[src/common/sts_pkg.sv]
package sts_pkg;
   localparam int ADDR_W = 8;
   localparam int DATA_W = 32;
   localparam int BYTE_W = 8;
   localparam int SLOT_W = 7;
   localparam int CNT_W = 16;
   localparam logic [ADDR_W-1:0] OFF_DATA_A = 8'h00;
   localparam logic [ADDR_W-1:0] OFF_DATA_B = 8'h04;
   localparam logic [ADDR_W-1:0] OFF_RX_A = 8'h08;
   localparam logic [ADDR_W-1:0] OFF_RX_B = 8'h0c;
   localparam logic [ADDR_W-1:0] OFF_TX_A = 8'h10;
   localparam logic [ADDR_W-1:0] OFF_TX_B = 8'h14;
   localparam logic [ADDR_W-1:0] OFF_CTRL = 8'h18;
   localparam logic [ADDR_W-1:0] OFF_STATUS = 8'h1c;
   localparam logic [ADDR_W-1:0] OFF_MASK = 8'h20;
   localparam int IFACE_SEL_BIT = 7;
   localparam int CTRL_B_EN_BIT = 7;
   localparam int CTRL_A_EN_BIT = 6;
   localparam int CTRL_B_TYPE_LSB = 3;
   localparam int CTRL_A_TYPE_LSB = 0;
   localparam int STAT_WIN_BIT = 1;
   localparam int STAT_OVF_BIT = 0;
   localparam logic [BYTE_W-1:0] REG_RST = 8'h00;
   localparam int FRAME_US = 125;
   localparam int CLK_MHZ = 100;
   localparam int FRAME_CYC = FRAME_US * CLK_MHZ;
   localparam logic [CNT_W-1:0] CLOSE_BASE = 16'h0001;
   localparam logic [CNT_W-1:0] CLOSE_PER_CH = 16'h0010;
   localparam logic [2:0] CT_ILLEGAL = 3'h0;
   localparam logic [2:0] CT_FULL = 3'h1;
   localparam logic [2:0] CT_NIB_LO = 3'h2;
   localparam logic [2:0] CT_NIB_HI = 3'h3;
   localparam logic [2:0] CT_PAIR_0 = 3'h4;
   localparam logic [2:0] CT_PAIR_1 = 3'h5;
   localparam logic [2:0] CT_PAIR_2 = 3'h6;
   localparam logic [2:0] CT_PAIR_3 = 3'h7;

   typedef enum logic [2:0] {ST_OPEN, ST_WAIT, ST_WR, ST_RD, ST_RWAIT, ST_CAP} sts_phase_e;

   // Bits of a timeslot moved for a channel type
   function automatic logic [BYTE_W-1:0] type_mask(input logic [2:0] ct);
      logic [BYTE_W-1:0] m;
      m = 8'h00;
      case (ct)
         CT_FULL: m = 8'hff;
         CT_NIB_LO: m = 8'h0f;
         CT_NIB_HI: m = 8'hf0;
         CT_PAIR_0: m = 8'h03;
         CT_PAIR_1: m = 8'h0c;
         CT_PAIR_2: m = 8'h30;
         CT_PAIR_3: m = 8'hc0;
         default: m = 8'h00;
      endcase
      return m;
   endfunction
endpackage

[src/core/sts_merge.sv]
`timescale 1ns/1ps
`default_nettype none
module sts_merge (
   input wire logic [2:0] ctype,
   input wire logic [sts_pkg::BYTE_W-1:0] old_byte,
   input wire logic [sts_pkg::BYTE_W-1:0] new_byte,
   output logic [sts_pkg::BYTE_W-1:0] merged,
   output logic [sts_pkg::BYTE_W-1:0] sel_mask
);
   import sts_pkg::*;
   // Only the selected sub-timeslot bits are replaced
   always_comb begin
      sel_mask = type_mask(ctype);
      merged = (old_byte & ~sel_mask) | (new_byte & sel_mask);
   end
endmodule
`default_nettype wire

[src/core/sts_xfer.sv]
// Decided for this implementation: the register offsets and the APB slave port.
`timescale 1ns/1ps
`default_nettype none
module sts_xfer #(
   parameter int unsigned FRAME_CYCLES = sts_pkg::FRAME_CYC
) (
   input wire logic pclk,
   input wire logic presetn,
   input wire logic psel,
   input wire logic penable,
   input wire logic pwrite,
   input wire logic [sts_pkg::ADDR_W-1:0] paddr,
   input wire logic [sts_pkg::DATA_W-1:0] pwdata,
   output logic [sts_pkg::DATA_W-1:0] prdata,
   output logic pready,
   output logic pslverr,
   output logic mem_rd_en,
   output logic mem_rd_cfi,
   output logic [sts_pkg::SLOT_W-1:0] mem_rd_addr,
   input wire logic [sts_pkg::BYTE_W-1:0] mem_rd_data,
   output logic mem_wr_en,
   output logic mem_wr_cfi,
   output logic [sts_pkg::SLOT_W-1:0] mem_wr_addr,
   output logic [sts_pkg::BYTE_W-1:0] mem_wr_data,
   output logic [sts_pkg::BYTE_W-1:0] mem_wr_mask,
   output logic window_open,
   output logic irq
);
   import sts_pkg::*;

   localparam logic [CNT_W-1:0] FRAME_LAST = CNT_W'(FRAME_CYCLES - 1);

   typedef struct packed {
      sts_phase_e st;
      logic ch;
      logic [CNT_W-1:0] cnt;
      logic [CNT_W-1:0] open_len;
      logic full;
      logic [1:0][BYTE_W-1:0] data;
      logic [1:0][BYTE_W-1:0] rxa;
      logic [1:0][BYTE_W-1:0] txa;
      logic [BYTE_W-1:0] ctrl;
      logic [BYTE_W-1:0] mask;
      logic win_irq;
      logic ovf_irq;
      logic [1:0] acc;
      logic [DATA_W-1:0] prdata;
      logic rd_en;
      logic rd_cfi;
      logic [SLOT_W-1:0] rd_addr;
      logic wr_en;
      logic wr_cfi;
      logic [SLOT_W-1:0] wr_addr;
      logic [BYTE_W-1:0] wr_data;
      logic [BYTE_W-1:0] wr_mask;
   } sts_regs_s;

   sts_regs_s r_ff;
   sts_regs_s nxt_r;

   logic [1:0] en;
   logic [1:0][2:0] ctype;
   logic [1:0][BYTE_W-1:0] merged;
   logic [1:0][BYTE_W-1:0] sel_mask;
   logic [CNT_W-1:0] closed_len;
   logic [CNT_W-1:0] close_pos;
   logic any_en;
   logic acc_w;
   logic acc_r;
   logic setup_r;
   logic hit;
   logic rd_stat;
   logic close_ev;
   logic reopen;
   logic [BYTE_W-1:0] stat_byte;
   logic [BYTE_W-1:0] rd_byte;

   // Control field split: enables at bits 7 and 6, types at 5..3 and 2..0
   assign en[0] = r_ff.ctrl[CTRL_A_EN_BIT];
   assign en[1] = r_ff.ctrl[CTRL_B_EN_BIT];
   assign ctype[0] = r_ff.ctrl[CTRL_A_TYPE_LSB +: 3];
   assign ctype[1] = r_ff.ctrl[CTRL_B_TYPE_LSB +: 3];
   assign any_en = |en;

   // Closed time is 16 cycles per active channel plus one
   assign closed_len = CLOSE_BASE + ((en[0] && en[1]) ? 16'(CLOSE_PER_CH << 1) : CLOSE_PER_CH);
   assign close_pos = FRAME_LAST - closed_len;

   genvar gi;
   generate
      for (gi = 0; gi < 2; gi++) begin : g_chan
         sts_merge u_merge (
            .ctype(ctype[gi]),
            .old_byte(r_ff.data[gi]),
            .new_byte(mem_rd_data),
            .merged(merged[gi]),
            .sel_mask(sel_mask[gi])
         );
      end
   endgenerate

   assign acc_w = psel && penable && pwrite;
   assign acc_r = psel && penable && !pwrite;
   assign setup_r = psel && !penable && !pwrite;
   assign rd_stat = acc_r && (paddr == OFF_STATUS);
   assign close_ev = window_open && (r_ff.cnt == close_pos);
   assign reopen = (r_ff.cnt == FRAME_LAST) && ((r_ff.st == ST_WAIT) || (r_ff.st == ST_OPEN));
   // Window only counts once it was armed at a frame wrap with a channel on
   assign window_open = (r_ff.st == ST_OPEN) && r_ff.full && any_en;

   always_comb begin
      stat_byte = 8'h00;
      stat_byte[STAT_WIN_BIT] = r_ff.win_irq;
      stat_byte[STAT_OVF_BIT] = r_ff.ovf_irq;
      hit = 1'b1;
      rd_byte = 8'h00;
      case (paddr)
         OFF_DATA_A: rd_byte = r_ff.data[0];
         OFF_DATA_B: rd_byte = r_ff.data[1];
         OFF_RX_A: rd_byte = r_ff.rxa[0];
         OFF_RX_B: rd_byte = r_ff.rxa[1];
         OFF_TX_A: rd_byte = r_ff.txa[0];
         OFF_TX_B: rd_byte = r_ff.txa[1];
         OFF_CTRL: rd_byte = r_ff.ctrl;
         OFF_STATUS: rd_byte = stat_byte;
         OFF_MASK: rd_byte = r_ff.mask;
         default: hit = 1'b0;
      endcase
   end

   always_comb begin
      nxt_r = r_ff;
      nxt_r.rd_en = 1'b0;
      nxt_r.wr_en = 1'b0;
      nxt_r.cnt = (r_ff.cnt == FRAME_LAST) ? '0 : r_ff.cnt + 16'h0001;
      if (setup_r) begin
         nxt_r.prdata = {24'h000000, rd_byte};
      end
      if (acc_w) begin
         case (paddr)
            OFF_DATA_A: if (window_open) nxt_r.data[0] = pwdata[BYTE_W-1:0];
            OFF_DATA_B: if (window_open) nxt_r.data[1] = pwdata[BYTE_W-1:0];
            OFF_RX_A: nxt_r.rxa[0] = pwdata[BYTE_W-1:0];
            OFF_RX_B: nxt_r.rxa[1] = pwdata[BYTE_W-1:0];
            OFF_TX_A: nxt_r.txa[0] = pwdata[BYTE_W-1:0];
            OFF_TX_B: nxt_r.txa[1] = pwdata[BYTE_W-1:0];
            OFF_CTRL: nxt_r.ctrl = pwdata[BYTE_W-1:0];
            OFF_MASK: nxt_r.mask = pwdata[BYTE_W-1:0];
            default: nxt_r.mask = r_ff.mask;
         endcase
      end
      if ((acc_w || acc_r) && window_open && (paddr == OFF_DATA_A)) begin
         nxt_r.acc[0] = 1'b1;
      end
      if ((acc_w || acc_r) && window_open && (paddr == OFF_DATA_B)) begin
         nxt_r.acc[1] = 1'b1;
      end
      // Only bits that were actually returned are cleared
      nxt_r.win_irq = r_ff.win_irq && !(rd_stat && r_ff.prdata[STAT_WIN_BIT]);
      nxt_r.ovf_irq = r_ff.ovf_irq && !(rd_stat && r_ff.prdata[STAT_OVF_BIT]);
      case (r_ff.st)
         ST_OPEN: begin
            nxt_r.open_len = r_ff.open_len + 16'h0001;
            if (close_ev) begin
               nxt_r.st = ST_WR;
               nxt_r.ch = !en[0];
               nxt_r.full = 1'b0;
               if ((en[0] && !r_ff.acc[0]) || (en[1] && !r_ff.acc[1])) begin
                  nxt_r.ovf_irq = 1'b1;
               end
            end
         end
         ST_WR: begin
            if (en[r_ff.ch]) begin
               nxt_r.wr_en = 1'b1;
               nxt_r.wr_cfi = r_ff.txa[r_ff.ch][IFACE_SEL_BIT];
               nxt_r.wr_addr = r_ff.txa[r_ff.ch][SLOT_W-1:0];
               nxt_r.wr_data = r_ff.data[r_ff.ch];
               nxt_r.wr_mask = sel_mask[r_ff.ch];
            end
            nxt_r.st = ST_RD;
         end
         ST_RD: begin
            if (en[r_ff.ch]) begin
               nxt_r.rd_en = 1'b1;
               nxt_r.rd_cfi = r_ff.rxa[r_ff.ch][IFACE_SEL_BIT];
               nxt_r.rd_addr = r_ff.rxa[r_ff.ch][SLOT_W-1:0];
            end
            nxt_r.st = ST_RWAIT;
         end
         ST_RWAIT: begin
            nxt_r.st = ST_CAP;
         end
         ST_CAP: begin
            if (en[r_ff.ch]) begin
               nxt_r.data[r_ff.ch] = merged[r_ff.ch];
            end
            if (!r_ff.ch && en[1]) begin
               nxt_r.ch = 1'b1;
               nxt_r.st = ST_WR;
            end else begin
               nxt_r.st = ST_WAIT;
            end
         end
         ST_WAIT: begin
            nxt_r.st = ST_WAIT;
         end
         default: begin
            nxt_r.st = ST_WAIT;
         end
      endcase
      // Dropping all channels disarms the window until the next wrap
      if (!any_en) begin
         nxt_r.full = 1'b0;
      end
      if (reopen) begin
         nxt_r.st = ST_OPEN;
         nxt_r.acc = 2'b00;
         nxt_r.open_len = '0;
         nxt_r.full = any_en;
         if (any_en) begin
            nxt_r.win_irq = 1'b1;
         end
      end
   end

   always_ff @(posedge pclk or negedge presetn) begin
      if (!presetn) begin
         r_ff <= '0;
      end else begin
         r_ff <= nxt_r;
      end
   end

   assign prdata = r_ff.prdata;
   assign pready = 1'b1;
   assign pslverr = psel && penable && !hit;
   assign mem_rd_en = r_ff.rd_en;
   assign mem_rd_cfi = r_ff.rd_cfi;
   assign mem_rd_addr = r_ff.rd_addr;
   assign mem_wr_en = r_ff.wr_en;
   assign mem_wr_cfi = r_ff.wr_cfi;
   assign mem_wr_addr = r_ff.wr_addr;
   assign mem_wr_data = r_ff.wr_data;
   assign mem_wr_mask = r_ff.wr_mask;
   assign irq = |(stat_byte & ~r_ff.mask);
endmodule
`default_nettype wire

[config.mk]
export PLATFORM = sky130hd
export DESIGN_NAME = sts_xfer
export DESIGN_NICKNAME = d
export VERILOG_FILES = /design/src/common/sts_pkg.sv /design/src/core/sts_merge.sv /design/src/core/sts_xfer.sv
export SDC_FILE = /design/constraint.sdc
export NUM_CORES = 1
export LEC_CHECK = 0
export CORE_AREA = 2 2 143 145
export DETAILED_ROUTE_END_ITERATION = 6
export DIE_AREA = 0 0 145 147
export DONT_BUFFER_PORTS = 1
export SLEW_MARGIN = 20
export SYNTH_ARGS = -nofsm -noshare
export SYNTH_HDL_FRONTEND = slang
export SYNTH_SLANG_ARGS = --single-unit
[constraint.sdc]
create_clock -name pclk -period 1.9 [get_ports pclk]
set_clock_uncertainty 0.05 [all_clocks]
set_input_delay 0.38 -clock pclk [delete_from_list [all_inputs] [get_ports pclk]]
set_output_delay 0.38 -clock pclk [all_outputs]
set_load 0.005 [all_outputs]
Word-level counts from Yosys, hierarchy flattened
Cells that the tools add are included.

Add/subtract/negate cells: 4. $lt $le $gt $ge: 2. Eq/ne operators: 34. Muxes and demuxes: 56. Bitwise operators: 10. Reduce and logical (&&, ||, !) cells: 54.

Operators by type and width (count): $mux W8 (21); $pmux W8 S7 (2); $pmux W8 S9 (1); $mux W64 (1); $mux W25 (2); $mux W16 (3); $mux W17 (2); $add A16 B1 Y16 const B (2); $and A8 B8 Y8 (4); $eq A8 B5 Y1 const B (4); $eq A3 B3 Y1 const B (10); $not A8 Y8 (3); $logic_and A1 B1 Y1 (23); $eq A3 B2 Y1 const B (6); $mux W9 (2); $reduce_and A2 Y1 (9); $bwmux W16 (1); $eq A16 B14 Y1 const B (1); $eq A16 B16 Y1 (1); $eq A8 B4 Y1 const B (2); $or A8 B8 Y8 (2); $pmux W3 S5 (1); $sub A14 B7 Y15 const A (1); $mux W1 (13); 25 further kinds (43).

Flip-flop bits (word level): 147. Bits of input ports: 53. Logic and storage cells: 186.

Logic depth before layout (Yosys ltp)
Gate-level depths: netlist (run 1).

Depth after elaboration: 10. Gate-level depth with buffers: 7. Depth with buffers taken out: 6.

Modules after synthesis
From an unflattened synthesis (run 1), not the netlist that was laid out.

Cells, all modules: 708. Area total of the unflattened synthesis: 7467.2 sq um.

Modules (own cells, without submodules): sts_xfer (instances 1, cells each 660, area each 7079.3 sq um, sequential area each 3278.1 sq um); sts_merge (instances 2, cells each 24, area each 193.9 sq um, sequential area each 0.0 sq um).

Worst setup path before layout (run 1)
Ideal clock, no wire load.

Path kind: in2reg. From: input port paddr[5] (netlist name). To: register r_ff[128] (netlist name). Data arrival time: 2001 ps. Path slack: -270 ps. Stages on the path: 7. Cells stage by stage: buf_4 -> nor4_4 -> nand4_1 -> or3b_1 -> buf_6 -> o32a_1 -> o21a_1.

RTL lines: start, declared (RTL line sts_xfer.sv:12) `input wire logic [sts_pkg::ADDR_W-1:0] paddr,`; end signal, assigned (RTL line sts_xfer.sv:231) `r_ff <= nxt_r;`; end, declared (RTL line sts_xfer.sv:58) `sts_regs_s r_ff;`.

Worst setup path after layout (run 1)
From: register r_ff[169] (netlist name). To: output port window_open.

Longest elaborated chain between the ends: 3.

RTL lines: $logic_not A3 Y1 (RTL line sts_xfer.sv:109) `assign window_open = (r_ff.st == ST_OPEN) && r_ff.full && any_en;`; $logic_and A1 B1 Y1 (2 in a row) (RTL line sts_xfer.sv:109); end, declared (RTL line sts_xfer.sv:26) `output logic window_open,`.

No other way between the ends.

==> flow_summary.ini, run 1 <==
[run]
cap_violations = 0

[global_routing]
grt_overflow = 0
grt_max_degree = 128
grt_antenna_before_repair = 0
grt_usage_pct = 17.63
grt_pass1_vias = 4900
grt_pass1_wl_mm = 28.57

[clocking]
cts_tree = yes
clock_path_buffers = 2
clkSinkCount = 127
htreeDepth = 4
clk_latency_ns = 0.43
cts.clk_slew.worst_paths_ns = 0.06
clock-root-buffer = clkbuf_16
cts_buffers = 17

[timing]
rsz0062_at_grt = yes
worstMarginPinSlew_ns = 0.5576
final_min_period_over_clock_period_pct = 104.1
setup_violations = 10
final-hold-violation-count = 127
drv_slew = 0
fmax_ghz = 0.5056
maxSlewHeadroom_pct = 62.60
whs_ns = -0.3982
fin_crit_ns = 1.978
worst_slack_ns = -0.07794

[synthesis]
yosysTopAreaCell = dfrtp_1
syn_avg_cell_area_sq_um = 10.45
ys_ff_latch = 127
yosysMostFrequentCell = dfrtp_1
synth.area.top_cells = dfrtp_1 (46%), mux2_2 (9.2%), buf_4 (7.0%), mux2i_1 (5.8%), o21ai_0 (2.7%)
yosys_warnings = 0
yosysSeqAreaShare_pct = 46.38
async_flop_share_pct = 100.0
synth_top_area_share_pct = 46.38
synth-edff-count = 0
netlist_top_cells_count = dfrtp_1 (127), buf_4 (64), mux2_2 (56), nor2_1 (49), mux2i_1 (40)
synthCells = 656
ys_types = 58
synth_ff_type = dfrtp_1
synth.cell_area_sq_um = 6853

[worst_setup_path]
arrival_ns = 1.55
timing.rr.end = r_ff[127]$_DFF_PN0_
worstSetupEndpoint = window_open
reg2reg_slack_ns = -0.07
cp_cell_sequence = nor4b_2 -> buf_4 -> buf_4 -> nand2_4 -> buf_6 -> inv_4
cp_top_family = buffers and inverters
path_depth = 6
crit_type = flip-flop to output port
crit_path_frequent_cell = buf_4
startpoint_type = flip-flop
required_ns = 1.47
cp_num_buf_inv = 4
cp_max_fo = 2
cp-startpoint = r_ff[169]$_DFFE_PN0P_
cp-end-kind = output port
r2r-start = r_ff[169]$_DFFE_PN0P_
r2r_cells = 6
max_stage_delay_ns = 0.39
cp_slowest_cell = dfrtp_1

[floorplanning]
chipHeight_microns = 147
start_util_pct = 34.53
num_rows = 52
dieArea_sq_um = 21320
io_pins = 123
core_area_sq_um = 19840
die_w_microns = 145

[placed_design]
detailed_place_hpwl_mm = 13.22
gp_congestion = 0.8666
place_inst = 904
pre_cts_ws_ns = -0.1301
postPlaceCellArea_sq_um = 7118
port_buffers = 0

[drt]
vias = 4857
detail_route.wl_per_cell_microns = 19.31
drtAntennaViolNets = 0
vias_per_cell = 5.145
drt-total-wl_mm = 18.23
first_iter_violations = 384
dr.pass1.iters = 6
drc = 0

[status]
violations = hold timing, setup timing
status = finished, violations left

[layout]
finalInstanceArea_sq_um = 7893
area_growth_pct = 15.17
layout.nets = 718
drive_gt1_share_pct = 26.56
n_antenna_cell = 0
fin_cells = 944

[power_and_ir_drop]
clockPowerShare_pct = 53.6
ir_worst_vdd_v = 0.0004752
combinationalPowerShare_pct = 2.4
switching_share_pct = 21.81
power_frac_seq_pct = 44.0
report.power.total_w = 0.006258
p_sw_w = 0.001365
p_per_area_nw_per_um2 = 793.0
internal_power_w = 0.004893
leakage_nw = 3.406

[hold_path]
hold_class = input pin to asynchronous set/reset pin
## final cells by class
type,count,area (sq um)
timing repair buffer,58,480.5
tap,270,337.8
fill,1913,11950
clock inverter,12,158.9
multi-input combinational,441,3228
inverter,18,70.07
clock buffer,18,439.2
sequential,127,3178
## power groups by stage
stage / combinational, W / sequential [W] / clock [W]
2_1_floorplan: 0.000168 / 0.00279 / 0
3_3_place_gp: 0.000145 / 0.00280 / 0
3_5_place_dp: 0.000146 / 0.00280 / 0
4_1_cts: 0.000148 / 0.00275 / 0.00342
5_1_grt: 0.000164 / 0.00276 / 0.00355
6_report: 0.000150 / 0.00276 / 0.00335
## through the flow
| step | setup TNS, ns | utilization [%] |
|---|---|---|
| after global routing | -1.235 | 39.77 |
| after CTS | -0.2722 | 39.06 |
| after floorplan | -0.4129 | - |
| after detailed placement | -0.9925 | 35.87 |
| after global placement | -0.5185 | 35.87 |
| final | -0.3395 | 39.77 |
## placed cells by master (no fill, tap or decap), types with 3 or more instances in the layout
| cell | synthesis | final |
|---|---|---|
| nand2b_1 | 4 | 4 |
| o32a_1 | 6 | 6 |
| conb_1 | 2 | 25 |
| bufinv_16 | 0 | 3 |
| a21oi_1 | 30 | 28 |
| o22ai_1 | 8 | 6 |
| xnor2_1 | 10 | 10 |
| nand2_1 | 38 | 36 |
| nand3b_1 | 3 | 3 |
| inv_6 | 0 | 3 |
| mux2i_1 | 40 | 40 |
| buf_4 | 64 | 53 |
| buf_12 | 0 | 3 |
| nand4_1 | 9 | 9 |
| mux2_2 | 56 | 56 |
| clkbuf_16 | 0 | 17 |
| or2_2 | 3 | 3 |
| nor3_1 | 10 | 6 |
| inv_1 | 18 | 17 |
| nor2_1 | 49 | 49 |
| nor3b_1 | 7 | 5 |
| and3_1 | 7 | 7 |
| nand3_1 | 13 | 13 |
| o21a_1 | 7 | 7 |
| nor2b_1 | 8 | 8 |
| o211ai_1 | 4 | 4 |
| a22oi_1 | 14 | 14 |
| dfrtp_1 | 127 | 127 |
| nor3_2 | 0 | 4 |
| xor2_1 | 4 | 4 |
| mux2i_4 | 3 | 3 |
| o21ai_0 | 37 | 35 |
| a211oi_1 | 5 | 4 |
## worst min-delay path by stage
stage / start / endpoint / slack [ns] / depth (start not counted)
after floorplan: presetn / ctype[0]$_DFFE_PN0P_ / 0.03 / 0
after global placement: presetn / r_ff[165]$_DFF_PN0_ / 0.04 / 0
after detailed placement: presetn / r_ff[165]$_DFF_PN0_ / 0.04 / 0
after CTS: presetn / mem_wr_data[0]$_DFFE_PN0P_ / -0.42 / 0
after global routing: presetn / r_ff[165]$_DFF_PN0_ / -0.42 / 0
final: presetn / r_ff[165]$_DFF_PN0_ / -0.40 / 0
## flip-flops by register name (all words and copies together) (netlist names)
name,cells
mem_rd_en,1
mem_wr_data,8
mem_wr_addr,7
en,2
mem_rd_addr,7
r_ff,81
mem_wr_cfi,1
prdata,8
mem_wr_en,1
ctype,6
mem_wr_mask,4
mem_rd_cfi,1
## cells by family (layout without fill, tap and decap cells)
kind of cell | count (synthesis) | after routing | synth area share, %
xor gates and xnor gates | 14 | 14 | 1.789
and+or+nand+nor | 171 | 171 | 12.96
adders and majority gates | 2 | 2 | 0.3651
buffers and inverters | 111 | 106 | 9.804
AOI/OAI and AO/OA | 128 | 128 | 11.90
muxes | 101 | 101 | 16.69
other | 2 | 25 | 0.1096
DFF | 127 | 127 | 46.38
## worst register-to-register path: stages (launching register included)
cell and delay, ns:
dfrtp_1 0.39, nor4b_2 0.27, buf_4 0.15, nand4_1 0.11, or3b_4 0.53, a21o_1 0.25
a21oi_1 0.14
## metal layers
metal | global-route usage, % | up-vias | routed length, microns
met5 | 0 | - | 0
met2 | 27.52 | 153 | 8343
met1 | 22.07 | 2395 | 8003
li1 | - | 2276 | -
met4 | 6.832 | 0 | 461
met3 | 6.957 | 33 | 1421
## what timing repair did
item / in CTS / in global routing
pin swaps: 2 / 8
hold endpoints to repair: 127 / 127
buffers inserted: 1 / 9
endpoints found under the setup margin: 15 / 18
gates resized for setup: 8 / 18
Note: power is estimated with default switching activity, not from simulation.
==> run 2: changes to the inputs <==
--- a/config.mk
+++ b/config.mk
@@ -5,9 +5,9 @@
 export SDC_FILE = /design/constraint.sdc
 export NUM_CORES = 1
 export LEC_CHECK = 0
-export CORE_AREA = 2 2 143 145
+export CORE_AREA = 2 2 155 157
 export DETAILED_ROUTE_END_ITERATION = 6
-export DIE_AREA = 0 0 145 147
+export DIE_AREA = 0 0 157 159
 export DONT_BUFFER_PORTS = 1
 export SLEW_MARGIN = 20
 export SYNTH_ARGS = -nofsm -noshare
==> run 2 against run 1 <==
Against the previous run: the flow still finishes with violations (hold timing, setup timing); critical endpoint is now r_ff[132]$_DFF_PN0_; largest cell class unchanged; maximum frequency decreased by 0.52%; routed wire length increased by 0.92%; sequential power about the same.
==> flow_summary.ini, run 2 (same netlist as run 1, synthesis figures left out) <==
[status]
status = finished, violations left
violations = hold timing, setup timing

[drt]
dr.pass1.iters = 5
detail_route.wl_per_cell_microns = 18.51
highest_layer = met4
vias_per_cell = 4.835
vias = 4806
first_iter_violations = 301
drc = 0
wl_met2_mm = 8.272
drtAntennaViolNets = 0
drt-total-wl_mm = 18.40
dr_wl_met3_mm = 1.358
wl_met1_mm = 8.244

[power_and_ir_drop]
ir_worst_vdd_v = 0.0004434
leakage_nw = 3.379
p_per_area_nw_per_um2 = 770.7

[layout]
layout.nets = 717
largest_reg_flops = 81
regMostFlops = r_ff
final_common_cell = dfrtp_1
drive_gt1_share_pct = 25.33
final_core_util_pct = 34.00
area_growth_pct = 15.06
n_antenna_cell = 0
layout_common_cells = dfrtp_1 (125), mux2_2 (56), buf_4 (50)

[timing]
fin_setup_tns_ns = -0.6629
rsz0062_at_grt = yes
fmax_ghz = 0.5029
final_min_period_over_clock_period_pct = 104.6
maxSlewHeadroom_pct = 60.61
drv_slew = 0
final-hold-violation-count = 127
fin_crit_ns = 1.988
setup_violations = 11
worst_slack_ns = -0.08832
worstMarginPinSlew_ns = 0.5896
whs_ns = -0.3868

[global_routing]
grt_pass1_vias = 4920
grt_overflow = 0
grt_antenna_before_repair = 0
grt_usage_pct = 15.37
grt_pass1_wl_mm = 28.95
grt_max_degree = 128

[floorplanning]
io_pins = 123
start_util_pct = 29.55
num_rows = 56
dieArea_sq_um = 24960
die_w_microns = 157
core_area_sq_um = 23190
chipHeight_microns = 159

[worst_setup_path]
arrival_ns = 2.26
startpoint_type = flip-flop
r2r-start = r_ff[168]$_DFFE_PN0P_
cp-end-kind = flip-flop
cp_max_fo = 6
max_stage_delay_ns = 0.54
worstSetupEndpoint = r_ff[132]$_DFF_PN0_
reg2reg_slack_ns = -0.09
crit_type = flip-flop to flip-flop
cp_cell_sequence = nor4b_2 -> buf_4 -> nand4_1 -> or3b_4 -> o32a_1 -> o21a_1
required_ns = 2.17
cp_slowest_cell = or3b_4
r2r_cells = 6
cp-startpoint = r_ff[168]$_DFFE_PN0P_
timing.rr.end = r_ff[132]$_DFF_PN0_

[hold_path]
hold_class = input pin to asynchronous set/reset pin

[clocking]
clk_latency_ns = 0.42
clock-root-buffer = clkbuf_16
clock_path_buffers = 2
cts.clk_slew.worst_paths_ns = 0.06
htreeDepth = 4
cts_tree = yes
clkSinkCount = 127
cts_buffers = 17

[placed_design]
port_buffers = 0
gp_congestion = 0.8822
detailed_place_hpwl_mm = 13.35

[run]
cap_violations = 0
-- run 2: cell types whose count changed in the layout (fill, tap and decap cells not counted), moves of 2 or more --
cell	before	now
nor3_2	4	2
clkinv_2	2	4
nor3_1	6	8
o21ai_1	0	2
dfrtp_2	0	2
clkbuf_1	0	4
dfrtp_1	127	125
inv_6	3	1
buf_4	53	50
-- run 2: worst max-delay path, delay by kind of cell, from the launching register on --
kind	cells	cell delay, ns
compound gates	2	0.28
simple gates	3	1.02
flops	1	0.38
buf+inv	1	0.15
-- run 2: final cells by class --
class / count / area (sq um)
Fill cell: 2310 / 15310
Multi-Input combinational cell: 442 / 3202
Sequential cell: 127 / 3181
Timing Repair Buffer: 56 / 469.2
Clock buffer: 22 / 454.2
Tap cell: 319 / 399.1
Clock inverter: 10 / 112.6
Inverter: 18 / 67.56
-- run 2: worst min path at each step --
stage            start                     to  slack [ns]  cells past startpoint
2_1_floorplan  presetn   ctype[0]$_DFFE_PN0P_        0.03                      0
3_3_place_gp   presetn    r_ff[151]$_DFF_PN0_        0.05                      0
3_5_place_dp   presetn    r_ff[155]$_DFF_PN0_        0.04                      0
4_1_cts        presetn  r_ff[170]$_DFFE_PN0P_       -0.41                      0
5_1_grt        presetn  r_ff[170]$_DFFE_PN0P_       -0.41                      0
6_report       presetn    r_ff[151]$_DFF_PN0_       -0.39                      0
-- run 2: routing by layer --
layer  vias up  global-route usage (%)
li1       2281                       -
met1      2353                   19.93
met2       136                   23.31
met3        36                   5.362
met4         0                   6.297
met5         -                       0
-- run 2: metrics by stage --
step | power [W] | hold WS (ns) | setup slack, ns | cell area, sq um | std cells
final | 0.006077 | -0.3868 | -0.08832 | 7885 | 994
after CTS | 0.006126 | -0.4076 | -0.08933 | 7840 | 992
after detailed placement | 0.002949 | 0.04434 | -0.1018 | 7203 | 956
after global routing | 0.006272 | -0.4078 | -0.1711 | 7885 | 994
after floorplan | 0.002959 | 0.03441 | -0.08952 | 6994 | 679
after global placement | 0.002948 | 0.04520 | -0.1292 | 7203 | 956
-- run 2: what timing repair did --
action	CTS	global route
setup buffers	3	2
endpoints found under the setup margin	16	26
endpoints found under the hold margin	127	127
gates cloned	1	0
pin swaps	10	5
resized for setup	8	11
-- run 2: power by group --
part	total [W]	switching [W]	internal [W]
logic	0.000151	0.0000767	0.0000747
clock network	0.00317	0.00121	0.00196
registers	0.00276	0.0000257	0.00273
